**src/pkg/tmc_defines.svh**
```systemverilog
`ifndef TMC_DEFINES_SVH
`define TMC_DEFINES_SVH

// ---------------------------------------------------------------
// register offsets
// ---------------------------------------------------------------
`define TMC_OFS_COUNT_LOW 4'h0
`define TMC_OFS_HIGH_BUF 4'h1
`define TMC_OFS_CTL_ZERO 4'h2
`define TMC_OFS_CTL_ONE 4'h3
`define TMC_OFS_IRQ_STATUS 4'h4
`define TMC_OFS_IRQ_MASK 4'h5

// ---------------------------------------------------------------
// field positions
// ---------------------------------------------------------------
`define TMC_IRQ_EVENT_BIT 0
`define TMC_IRQ_MATCH_BIT 1

// ---------------------------------------------------------------
// reset values
// ---------------------------------------------------------------
`define TMC_RST_COUNT_LOW 8'h00
`define TMC_RST_HIGH_BUF 8'hFF
`define TMC_RST_CTL_ZERO 8'h00
`define TMC_RST_CTL_ONE 8'h00
`define TMC_RST_IRQ 8'h00

// ---------------------------------------------------------------
// timing counts
// ---------------------------------------------------------------
`define TMC_INSTR_DIV 2'h3

`endif

```
**src/pkg/tmc_pkg.sv**
```systemverilog
`default_nettype none

package tmc_pkg;

    // -----------------------------------------------------------
    // control register layouts
    // -----------------------------------------------------------
    typedef struct packed {
        logic enable;
        logic unused6;
        logic output_level;
        logic width_select_bit;
        logic [3:0] postscale_select;
    } tmc_ctl_zero_s;

    typedef struct packed {
        logic [1:0] unused7;
        logic source_external;
        logic async_enable_bit;
        logic [3:0] prescale_select;
    } tmc_ctl_one_s;

    // register bus request
    typedef struct packed {
        logic [3:0] addr;
        logic [7:0] wdata;
        logic wr;
        logic rd;
    } tmc_bus_req_s;

    // -----------------------------------------------------------
    // whole block state
    // -----------------------------------------------------------
    typedef struct packed {
        logic [7:0] count_low_byte;
        logic [7:0] count_high;
        logic [7:0] high_byte_buffer;
        logic [7:0] period_buf;
        tmc_ctl_zero_s ctl_zero;
        tmc_ctl_one_s ctl_one;
        logic [14:0] prescale_cnt;
        logic [3:0] postscale_cnt;
        logic match_pulse;
        logic out_toggle;
        logic [7:0] irq_status;
        logic [7:0] irq_mask;
        logic [1:0] instr_div;
        logic ext_sync1;
        logic ext_sync2;
        logic ext_prev;
        logic sleep_sync1;
        logic sleep_sync2;
        logic ext_pending;
        logic [7:0] rdata;
    } tmc_state_s;

endpackage : tmc_pkg

`default_nettype wire

```
**src/hw/tmc_timer.sv**
```systemverilog
// Our own choices: the strobed register port and the register addresses.

`include "tmc_defines.svh"

`default_nettype none

module tmc_timer
    import tmc_pkg::*;
#(
    parameter int PRESCALE_BITS = 15
) (
    input wire logic I_CLK, // system clock
    input wire logic I_RESET_N, // asynchronous reset, active low
    input wire logic [3:0] I_ADDR, // register index
    input wire logic [7:0] I_WDATA, // write data
    input wire logic I_WR, // write strobe
    input wire logic I_RD, // read strobe
    input wire logic I_COUNT_PIN, // external count source pin
    input wire logic I_SLEEP, // device sleep level
    output logic [7:0] O_RDATA, // read data, cycle after strobe
    output logic O_MATCH_PULSE, // one prescaled period per match
    output logic O_TIMER_OUT, // toggles on each postscaled event
    output logic O_IRQ // level interrupt
);

    // ---------------------------------------------------------------
    // elaboration check
    // ---------------------------------------------------------------
    // the 4-bit select reaches 1:32768, so exactly 15 stages are needed
    if (PRESCALE_BITS != 15) begin : g_bad_prescale
        $error("tmc_timer: PRESCALE_BITS must be 15");
    end

    // ---------------------------------------------------------------
    // helpers
    // ---------------------------------------------------------------
    // mask of prescaler bits that must be all ones for a tick
    function automatic logic [14:0] prescale_mask(input logic [3:0] sel);
        logic [15:0] one_hot;
        one_hot = 16'h0001 << sel;
        return one_hot[14:0] - 15'h0001;
    endfunction : prescale_mask

    // register hit for a strobe
    function automatic logic hit(input logic strobe, input logic [3:0] addr, input logic [3:0] ofs);
        return strobe && (addr == ofs);
    endfunction : hit

    tmc_state_s s_q;
    tmc_state_s s_d;
    tmc_bus_req_s req;

    logic wr_low;
    logic wr_high;
    logic wr_ctl0;
    logic wr_ctl1;
    logic wr_stat;
    logic wr_mask;
    logic rd_low;
    logic instr_tick;
    logic ext_edge;
    logic src_edge;
    logic pre_tick;
    logic is_8bit;
    logic match_ev;
    logic post_ev;
    logic clear_scalers;
    logic [15:0] count16;
    logic [14:0] pre_mask;

    // reset image of the whole state; pin stages idle high so no false edge follows reset
    localparam tmc_state_s RST_STATE = '{
        count_low_byte: `TMC_RST_COUNT_LOW,
        count_high: 8'h00,
        high_byte_buffer: `TMC_RST_HIGH_BUF,
        period_buf: `TMC_RST_HIGH_BUF,
        ctl_zero: tmc_ctl_zero_s'(`TMC_RST_CTL_ZERO),
        ctl_one: tmc_ctl_one_s'(`TMC_RST_CTL_ONE),
        prescale_cnt: 15'h0000,
        postscale_cnt: 4'h0,
        match_pulse: 1'b0,
        out_toggle: 1'b0,
        irq_status: `TMC_RST_IRQ,
        irq_mask: `TMC_RST_IRQ,
        instr_div: 2'h0,
        ext_sync1: 1'b1,
        ext_sync2: 1'b1,
        ext_prev: 1'b1,
        sleep_sync1: 1'b0,
        sleep_sync2: 1'b0,
        ext_pending: 1'b0,
        rdata: 8'h00
    };

    // ---------------------------------------------------------------
    // bus decode
    // ---------------------------------------------------------------
    // strobes come from logic on I_CLK, so no synchroniser is needed
    assign req = '{addr: I_ADDR, wdata: I_WDATA, wr: I_WR, rd: I_RD};
    assign wr_low = hit(req.wr, req.addr, `TMC_OFS_COUNT_LOW);
    assign wr_high = hit(req.wr, req.addr, `TMC_OFS_HIGH_BUF);
    assign wr_ctl0 = hit(req.wr, req.addr, `TMC_OFS_CTL_ZERO);
    assign wr_ctl1 = hit(req.wr, req.addr, `TMC_OFS_CTL_ONE);
    assign wr_stat = hit(req.wr, req.addr, `TMC_OFS_IRQ_STATUS);
    assign wr_mask = hit(req.wr, req.addr, `TMC_OFS_IRQ_MASK);
    assign rd_low = hit(req.rd, req.addr, `TMC_OFS_COUNT_LOW);

    // ---------------------------------------------------------------
    // count source
    // ---------------------------------------------------------------
    // instruction cycle is every fourth system clock, halted in sleep
    assign instr_tick = (s_q.instr_div == `TMC_INSTR_DIV) && !s_q.sleep_sync2;
    // edge of the pin after the two-stage synchroniser
    assign ext_edge = s_q.ext_sync2 && !s_q.ext_prev;
    assign is_8bit = !s_q.ctl_zero.width_select_bit;

    // source edge as the counter sees it; a synchronous pin edge waits
    // for the instruction tick, so in synchronous mode the count can never outrun Fosc/4
    always_comb begin
        if (!s_q.ctl_zero.enable) begin
            src_edge = 1'b0;
        end else if (!s_q.ctl_one.source_external) begin
            src_edge = instr_tick;
        end else if (s_q.ctl_one.async_enable_bit) begin
            src_edge = ext_edge;
        end else begin
            src_edge = instr_tick && (ext_edge || s_q.ext_pending);
        end
    end

    // ---------------------------------------------------------------
    // prescaler and match detection
    // ---------------------------------------------------------------
    // code 0000 gives an empty mask, so every source edge is a tick
    assign pre_mask = prescale_mask(s_q.ctl_one.prescale_select);
    assign pre_tick = src_edge && ((s_q.prescale_cnt & pre_mask) == pre_mask);

    // the real 16-bit count; its high byte is hidden from software
    assign count16 = {s_q.count_high, s_q.count_low_byte};

    // 8-bit compares low byte with the period copy, 16-bit waits for rollover
    always_comb begin
        if (is_8bit) begin
            match_ev = pre_tick && (s_q.count_low_byte == s_q.period_buf);
        end else begin
            match_ev = pre_tick && (count16 == 16'hFFFF);
        end
    end

    // postscaler lets one of every postscale_select+1 matches through
    assign post_ev = match_ev && (s_q.postscale_cnt == s_q.ctl_zero.postscale_select);

    // writes that restart both scaler counters
    assign clear_scalers = wr_low || wr_ctl0 || wr_ctl1;

    // ---------------------------------------------------------------
    // next state
    // ---------------------------------------------------------------
    always_comb begin
        s_d = s_q;

        // pin synchronisers: only the second stage and ext_prev feed any logic
        s_d.ext_sync1 = I_COUNT_PIN;
        s_d.ext_sync2 = s_q.ext_sync1;
        s_d.ext_prev = s_q.ext_sync2;
        s_d.sleep_sync1 = I_SLEEP;
        s_d.sleep_sync2 = s_q.sleep_sync1;

        // instruction cycle divider runs free, even while stopped
        s_d.instr_div = s_q.instr_div + 2'h1;

        // a synchronous pin edge is held until the next instruction tick
        if (!s_q.ctl_zero.enable || instr_tick) begin
            s_d.ext_pending = 1'b0;
        end
        if (s_q.ctl_zero.enable && ext_edge && !instr_tick) begin
            s_d.ext_pending = 1'b1;
        end

        // prescaler counts source edges and restarts on each tick
        if (clear_scalers) begin
            s_d.prescale_cnt = 15'h0000;
        end else if (pre_tick) begin
            s_d.prescale_cnt = 15'h0000;
        end else if (src_edge) begin
            s_d.prescale_cnt = s_q.prescale_cnt + 15'h0001;
        end

        // count on every prescaled tick
        if (pre_tick) begin
            if (is_8bit) begin
                if (s_q.count_low_byte == s_q.period_buf) begin
                    s_d.count_low_byte = 8'h00;
                    s_d.period_buf = s_q.high_byte_buffer;
                end else begin
                    s_d.count_low_byte = s_q.count_low_byte + 8'h01;
                end
            end else begin
                // FFFF wraps to 0000 on its own
                {s_d.count_high, s_d.count_low_byte} = count16 + 16'h0001;
            end
        end

        // match output stands from one prescaled tick to the next
        if (!s_q.ctl_zero.enable) begin
            s_d.match_pulse = 1'b0;
        end else if (pre_tick) begin
            s_d.match_pulse = match_ev;
        end

        // postscaler counts matches
        if (clear_scalers) begin
            s_d.postscale_cnt = 4'h0;
        end else if (post_ev) begin
            s_d.postscale_cnt = 4'h0;
        end else if (match_ev) begin
            s_d.postscale_cnt = s_q.postscale_cnt + 4'h1;
        end

        // output toggles on each postscaled event, a 50% duty square
        if (post_ev) begin
            s_d.out_toggle = !s_q.out_toggle;
        end

        // low byte write: in 16-bit mode the hidden high byte loads with it
        if (wr_low) begin
            s_d.count_low_byte = req.wdata;
            if (is_8bit) begin
                s_d.period_buf = s_q.high_byte_buffer;
            end else begin
                s_d.count_high = s_q.high_byte_buffer;
            end
        end

        // high byte register, period copied at match or low write in 8-bit mode, a buffer in 16-bit mode
        if (wr_high) begin
            s_d.high_byte_buffer = req.wdata;
        end

        // in 16-bit mode a low byte read snapshots the real high byte for a torn-free pair
        if (rd_low && !is_8bit) begin
            s_d.high_byte_buffer = s_q.count_high;
        end

        // control registers; the output level bit is read-only
        if (wr_ctl0) begin
            s_d.ctl_zero.enable = req.wdata[7];
            s_d.ctl_zero.unused6 = 1'b0;
            s_d.ctl_zero.output_level = 1'b0;
            s_d.ctl_zero.width_select_bit = req.wdata[4];
            s_d.ctl_zero.postscale_select = req.wdata[3:0];
        end
        if (wr_ctl1) begin
            s_d.ctl_one.unused7 = 2'h0;
            s_d.ctl_one.source_external = req.wdata[5];
            s_d.ctl_one.async_enable_bit = req.wdata[4];
            s_d.ctl_one.prescale_select = req.wdata[3:0];
        end

        // sticky status, write one to clear; a new event in the same cycle wins
        if (wr_stat) begin
            s_d.irq_status = s_q.irq_status & ~req.wdata;
        end
        if (post_ev) begin
            s_d.irq_status[`TMC_IRQ_EVENT_BIT] = 1'b1;
        end
        if (match_ev) begin
            s_d.irq_status[`TMC_IRQ_MATCH_BIT] = 1'b1;
        end
        if (wr_mask) begin
            s_d.irq_mask = req.wdata;
        end

        // read data stands only in the cycle after the strobe
        s_d.rdata = 8'h00;
        if (req.rd) begin
            case (req.addr)
                `TMC_OFS_COUNT_LOW: begin
                    s_d.rdata = s_q.count_low_byte;
                end
                `TMC_OFS_HIGH_BUF: begin
                    s_d.rdata = s_q.high_byte_buffer;
                end
                `TMC_OFS_CTL_ZERO: begin
                    s_d.rdata = {s_q.ctl_zero.enable, 1'b0, s_q.out_toggle,
                        s_q.ctl_zero.width_select_bit, s_q.ctl_zero.postscale_select};
                end
                `TMC_OFS_CTL_ONE: begin
                    s_d.rdata = {2'h0, s_q.ctl_one.source_external,
                        s_q.ctl_one.async_enable_bit, s_q.ctl_one.prescale_select};
                end
                `TMC_OFS_IRQ_STATUS: begin
                    s_d.rdata = s_q.irq_status;
                end
                `TMC_OFS_IRQ_MASK: begin
                    s_d.rdata = s_q.irq_mask;
                end
                default: begin
                    s_d.rdata = 8'h00;
                end
            endcase
        end
    end

    // ---------------------------------------------------------------
    // state register
    // ---------------------------------------------------------------
    // device reset clears count and both scalers, high byte to all ones
    always_ff @(posedge I_CLK or negedge I_RESET_N) begin
        if (!I_RESET_N) begin
            s_q <= RST_STATE;
        end else begin
            s_q <= s_d;
        end
    end

    // ---------------------------------------------------------------
    // outputs
    // ---------------------------------------------------------------
    // all data outputs come straight from flip-flops
    assign O_RDATA = s_q.rdata;
    assign O_MATCH_PULSE = s_q.match_pulse;
    assign O_TIMER_OUT = s_q.out_toggle;
    // level interrupt while any unmasked status bit is set
    assign O_IRQ = |(s_q.irq_status & s_q.irq_mask);

    // note: holds because the async path above is not gated by sleep

endmodule : tmc_timer

`default_nettype wire

```
**config.mk**
```make
export PLATFORM = sky130hd
export DESIGN_NAME = tmc_timer
export DESIGN_NICKNAME = d
export VERILOG_FILES = /design/src/pkg/tmc_pkg.sv /design/src/hw/tmc_timer.sv
export VERILOG_INCLUDE_DIRS = /design/src /design/src/pkg
export SDC_FILE = /design/constraint.sdc
export NUM_CORES = 1
export LEC_CHECK = 0
export ABC_AREA = 1
export BUFFER_PORTS_ARGS = -buffer_cell sky130_fd_sc_hd__clkbuf_2
export CAP_MARGIN = 25
export CORE_ASPECT_RATIO = 0.9
export CORE_MARGIN = 3
export CORE_UTILIZATION = 50
export DETAILED_ROUTE_END_ITERATION = 10
export PLACE_DENSITY = 0.67
export REMOVE_ABC_BUFFERS = 1
export SYNTH_ARGS = -nofsm -noshare
export SYNTH_HDL_FRONTEND = slang
export SYNTH_SLANG_ARGS = --single-unit
```
**constraint.sdc**
```tcl
create_clock -name I_CLK -period 4.08 [get_ports I_CLK]
set_input_delay 0.408 -clock I_CLK [delete_from_list [all_inputs] [get_ports I_CLK]]
set_output_delay 0.408 -clock I_CLK [all_outputs]
set_load 0.02 [all_outputs]
```
==> run summary <==
The horizontal die dimension is 116 um. TritonCTS built the clock tree. The number of global-route vias before repair is 4,660. The total count of hold-check failures in the final report is 0. The first-pass iteration count of the detailed router came out at 5. The number of instances in the synthesized netlist is just under 700. The H-tree depth came out at 3. The areal power density over the cells came out at around 480 nW/um^2. The number of diodes added for antenna fixing came out at 0. The internal power contribution is 1.81 mW. The worst reg2reg path depth is 12. In this run the worst hold path is classified as in2reg.

The clock buffer count from CTS is 9. The final worst clock skew came out at 0.0175 ns. The setup slack of the most critical reg-to-reg path is between 1 and 1.5 ns. The cell depth of the worst hold path came out at 1. The proportion of layout cells with a drive suffix above 1 came out at 12.3%.

Entering global routing, the biggest net connects 72 pins. The area of the mapped netlist is 5450 sq um. The count of warnings emitted by yosys came out at 0. The category of the worst setup path launch point is a flip-flop. The worst hold path begins at I_COUNT_PIN. The leakage power of the design came out at 2.86 nW. The total routing resource utilization after global routing came out at about a quarter. Subtracting the final worst setup slack from the clock period gives 2.72 ns. The layout net count is 742. The sequential cell area fraction in the yosys report came out at around 45%. The root cell of the clock tree is clkbuf_16. The critical path goes through nor2_4 > nand2_1 > ha_1 > nand2_1 > nand2_1 > nand3_1 > nand2_1 > nor2_2 > nand4_2 > nand2_1 > nand2_1 > nand2_1. Per report_power, the combinational group accounts for 22.4% of the total.

The delay of the slowest cell on the worst path came out at 0.52 ns. The share of total power dissipated in the clock network is 29.8%. The switching component of the power came out at slightly above 1 mW.

The chip height came out at 105 um. The unique cell type count in the Yosys netlist came out at 39. Ranked by total cell area, the synthesized netlist is headed by dfrtp_1 36%, nand2_1 12%, dfstp_2 9.2%. The run finished with clean final reports. The endpoint arrival time on the critical path came out at 3.01 ns.

The element type at the critical path end is a flip-flop. Sequential cells burn 47.8% of the power. In this run, the number of DRC markers left after iteration 0 of detailed routing was between 300 and 400. The highest fanout seen on the critical path came out at 11. The cell that appears most often on the critical path is nand2_1.

Once the clock tree was built, the resizer swapped 0 gates to a different size. The count of vias placed by the detailed router is 4,817. The detail-routed via count per cell came out at 5.65.

The final routed wire length divided by cell count came out at 17.3 um. The remaining routing DRC violations is 0. The filler cell count came out at 952. The post-synthesis average cell area is 7.83 sq um. The critical path buffer and inverter count came out at 0.

The number of port buffers is 28. On the critical path, the stage with the largest delay is an instance of dfrtp_1. The die covers around 12,000 sq um.

The global-route congestion overflow total is 0. The net switching fraction of the power is 36.2%. At the end of routability-driven placement, the weighted congestion stood at roughly 0.97. For hold timing, the worst endpoint is s_d[12].

The clock insertion delay at the later pin of the skew report came out at ~0.36 ns. The initial antenna violation count is 0. The reported max-cap violation count came out at 0. dfrtp_1 takes more of the synthesized area than any other cell. The critical path data required time is about 4.4 ns. The startpoint identified for the worst register-to-register timing path is s_q[54]. The clock net sink count came out at 97. Buffers added to address setup during post-CTS repair amount to 0. 29 I/O pins were placed. The floorplan step defined a core boundary enclosing between 10,000 and 15,000 sq um. The area share of the largest cell type after synthesis is 35.8%. The number of buffers added to fix hold violations after cts came out at 0. The count of nets left with antenna violations once routing finished came out at 0. Setup repair after global routing left no endpoint under its margin. The final total negative setup slack came out at 0 ns. The sum of internal, switching and leakage power came out at about 2.8 mW. The half-perimeter wire length after placement is 10,900 um. Counting along the longest clock path gives a buffer depth of 2. At the pin with the least slew margin, the transition time is 0.921 ns.

The CTS clock-pin slew for the worst setup and hold paths is 0.08 ns. Synthesis inferred 97 register bits. The gate family responsible for the most delay along the worst path is simple AND/OR/NAND/NOR gates.

The peak clock frequency supported by timing is ~370 MHz. The final cycle utilization of the critical path came out at around 67%. The worst setup path is of the reg2reg kind. The signed area change from the synthesized netlist to the final layout is 9.05%. The effective utilization at floorplan is 52.3%. The total of endpoints with negative setup slack in the final report is 0.

The standard-cell row count came out at 35. The overall routed net length is 14,800 um. The headroom to the max-slew limit came out at 38.6%. The number of max-slew violations in the final report is 0. The first-pass GRT wire length is 24,300 um. The largest voltage drop on the vdd net came out at 0.339 mV.
layer usage:
| metal | track usage [%] | wire length [um] | vias to the layer above |
|---|---|---|---|
| met4 | 7.37 | 194 | 0 |
| met3 | 5.62 | 1090 | 20 |
| met5 | 0 | 0 | - |
| met1 | 39.1 | 6950 | 2273 |
| met2 | 37.0 | 6520 | 188 |
| li1 | - | - | 2336 |
metrics by stage:
stage / area (sq um) / setup WS (ns) / util, % / std cells / hold slack, ns
finish: 5940 / 1.36 / 57.0 / 853 / 0.133
global route: 5940 / 1.09 / 57.0 / 853 / 0.113
CTS: 5940 / 1.40 / 57.0 / 853 / 0.125
detailed placement: 5640 / 1.41 / 54.1 / 837 / 0.348
global placement: 5640 / 1.47 / 54.1 / 837 / 0.339
floorplan: 5320 / 1.87 / - / 678 / 0.112
how the worst max path moves through the flow:
stage | from | endpoint | slack, ns | cells past startpoint
floorplan | s_q[54] | flip-flop | 1.87 | 13
global placement | s_q[54] | flip-flop | 1.47 | 13
detailed placement | s_q[54] | flip-flop | 1.41 | 12
CTS | s_q[54] | flip-flop | 1.40 | 12
global route | s_q[54] | flip-flop | 1.09 | 12
finish | s_q[54] | flip-flop | 1.36 | 12
power by group through the flow:
stage / Combinational, mW / Sequential, mW / Clock (mW)
final: 0.636 / 1.36 / 0.844
after global routing: 0.721 / 1.38 / 0.906
after CTS: 0.633 / 1.35 / 0.860
after detailed placement: 0.627 / 1.36 / 0
after global placement: 0.608 / 1.36 / 0
after floorplan: 0.464 / 1.29 / 0
cell usage after synthesis (all sizes together):
cell and number:
nand2 183, inv 92, dfrtp 78, nand3 71, nor2 62, o21ai 34, xor2 24, o22ai 23
dfstp 19, a21oi 16, nor3 16, buf 15, nand4 13, o221ai 7, xnor2 6, ha 5
nor4 5, o211ai 5, a221oi 4, a211oi 3, clkbuf 3, clkinv 3, a41oi 2, nand3b 2
a2111oi 1, a21boi 1, a31o 1, a31oi 1, or2 1
layout by cell type, fill, tap and decap left out, drive strengths merged:
master	n
o211ai	5
dfstp	19
a41oi	2
o22ai	23
a31oi	1
a211oi	3
nand2	183
clkinv	6
buf	3
clkbuf	36
nor4	5
a2111oi	1
xnor2	6
ha	5
nor2	62
nand3b	2
o21ai	34
o221ai	7
a31o	1
nor3	16
nand3	71
dfrtp	78
a21oi	16
or2	1
a221oi	4
a21boi	1
xor2	24
nand4	13
inv	96
kinds of logic (layout without fill, tap and decap cells):
logic type               count (synthesis)  count (layout)  synth area share, %
AO/OA/AOI/OAI                           98              98                 11.0
adder cells (fa/ha/maj)                  5               5                 1.15
AND/OR/NAND/NOR                        353             353                 29.2
flip-flops                              97              97                 45.0
buffers and inverters                  113             141                 8.82
XOR/XNOR                                30              30                 4.82
worst register-to-register path, cell delays in order (launching register included):
cell	delay, ns
dfrtp_1	0.52
nor2_4	0.25
nand2_1	0.11
ha_1	0.30
nand2_1	0.19
nand2_1	0.07
nand3_1	0.08
nand2_1	0.06
nor2_2	0.22
nand4_2	0.37
nand2_1	0.33
nand2_1	0.10
nand2_1	0.07
area by class of cell:
type,instances,area (sq um),area share (%)
multi-input cells,486,2510,42.3
flip-flops and latches,97,2450,41.3
clock buffers,9,225,3.79
well taps,129,161,2.72
clock inverters,7,72.6,1.22
inverters,95,357,6.00
repair buffers,30,158,2.65
No activity file was read; power rests on OpenSTA's default activity.
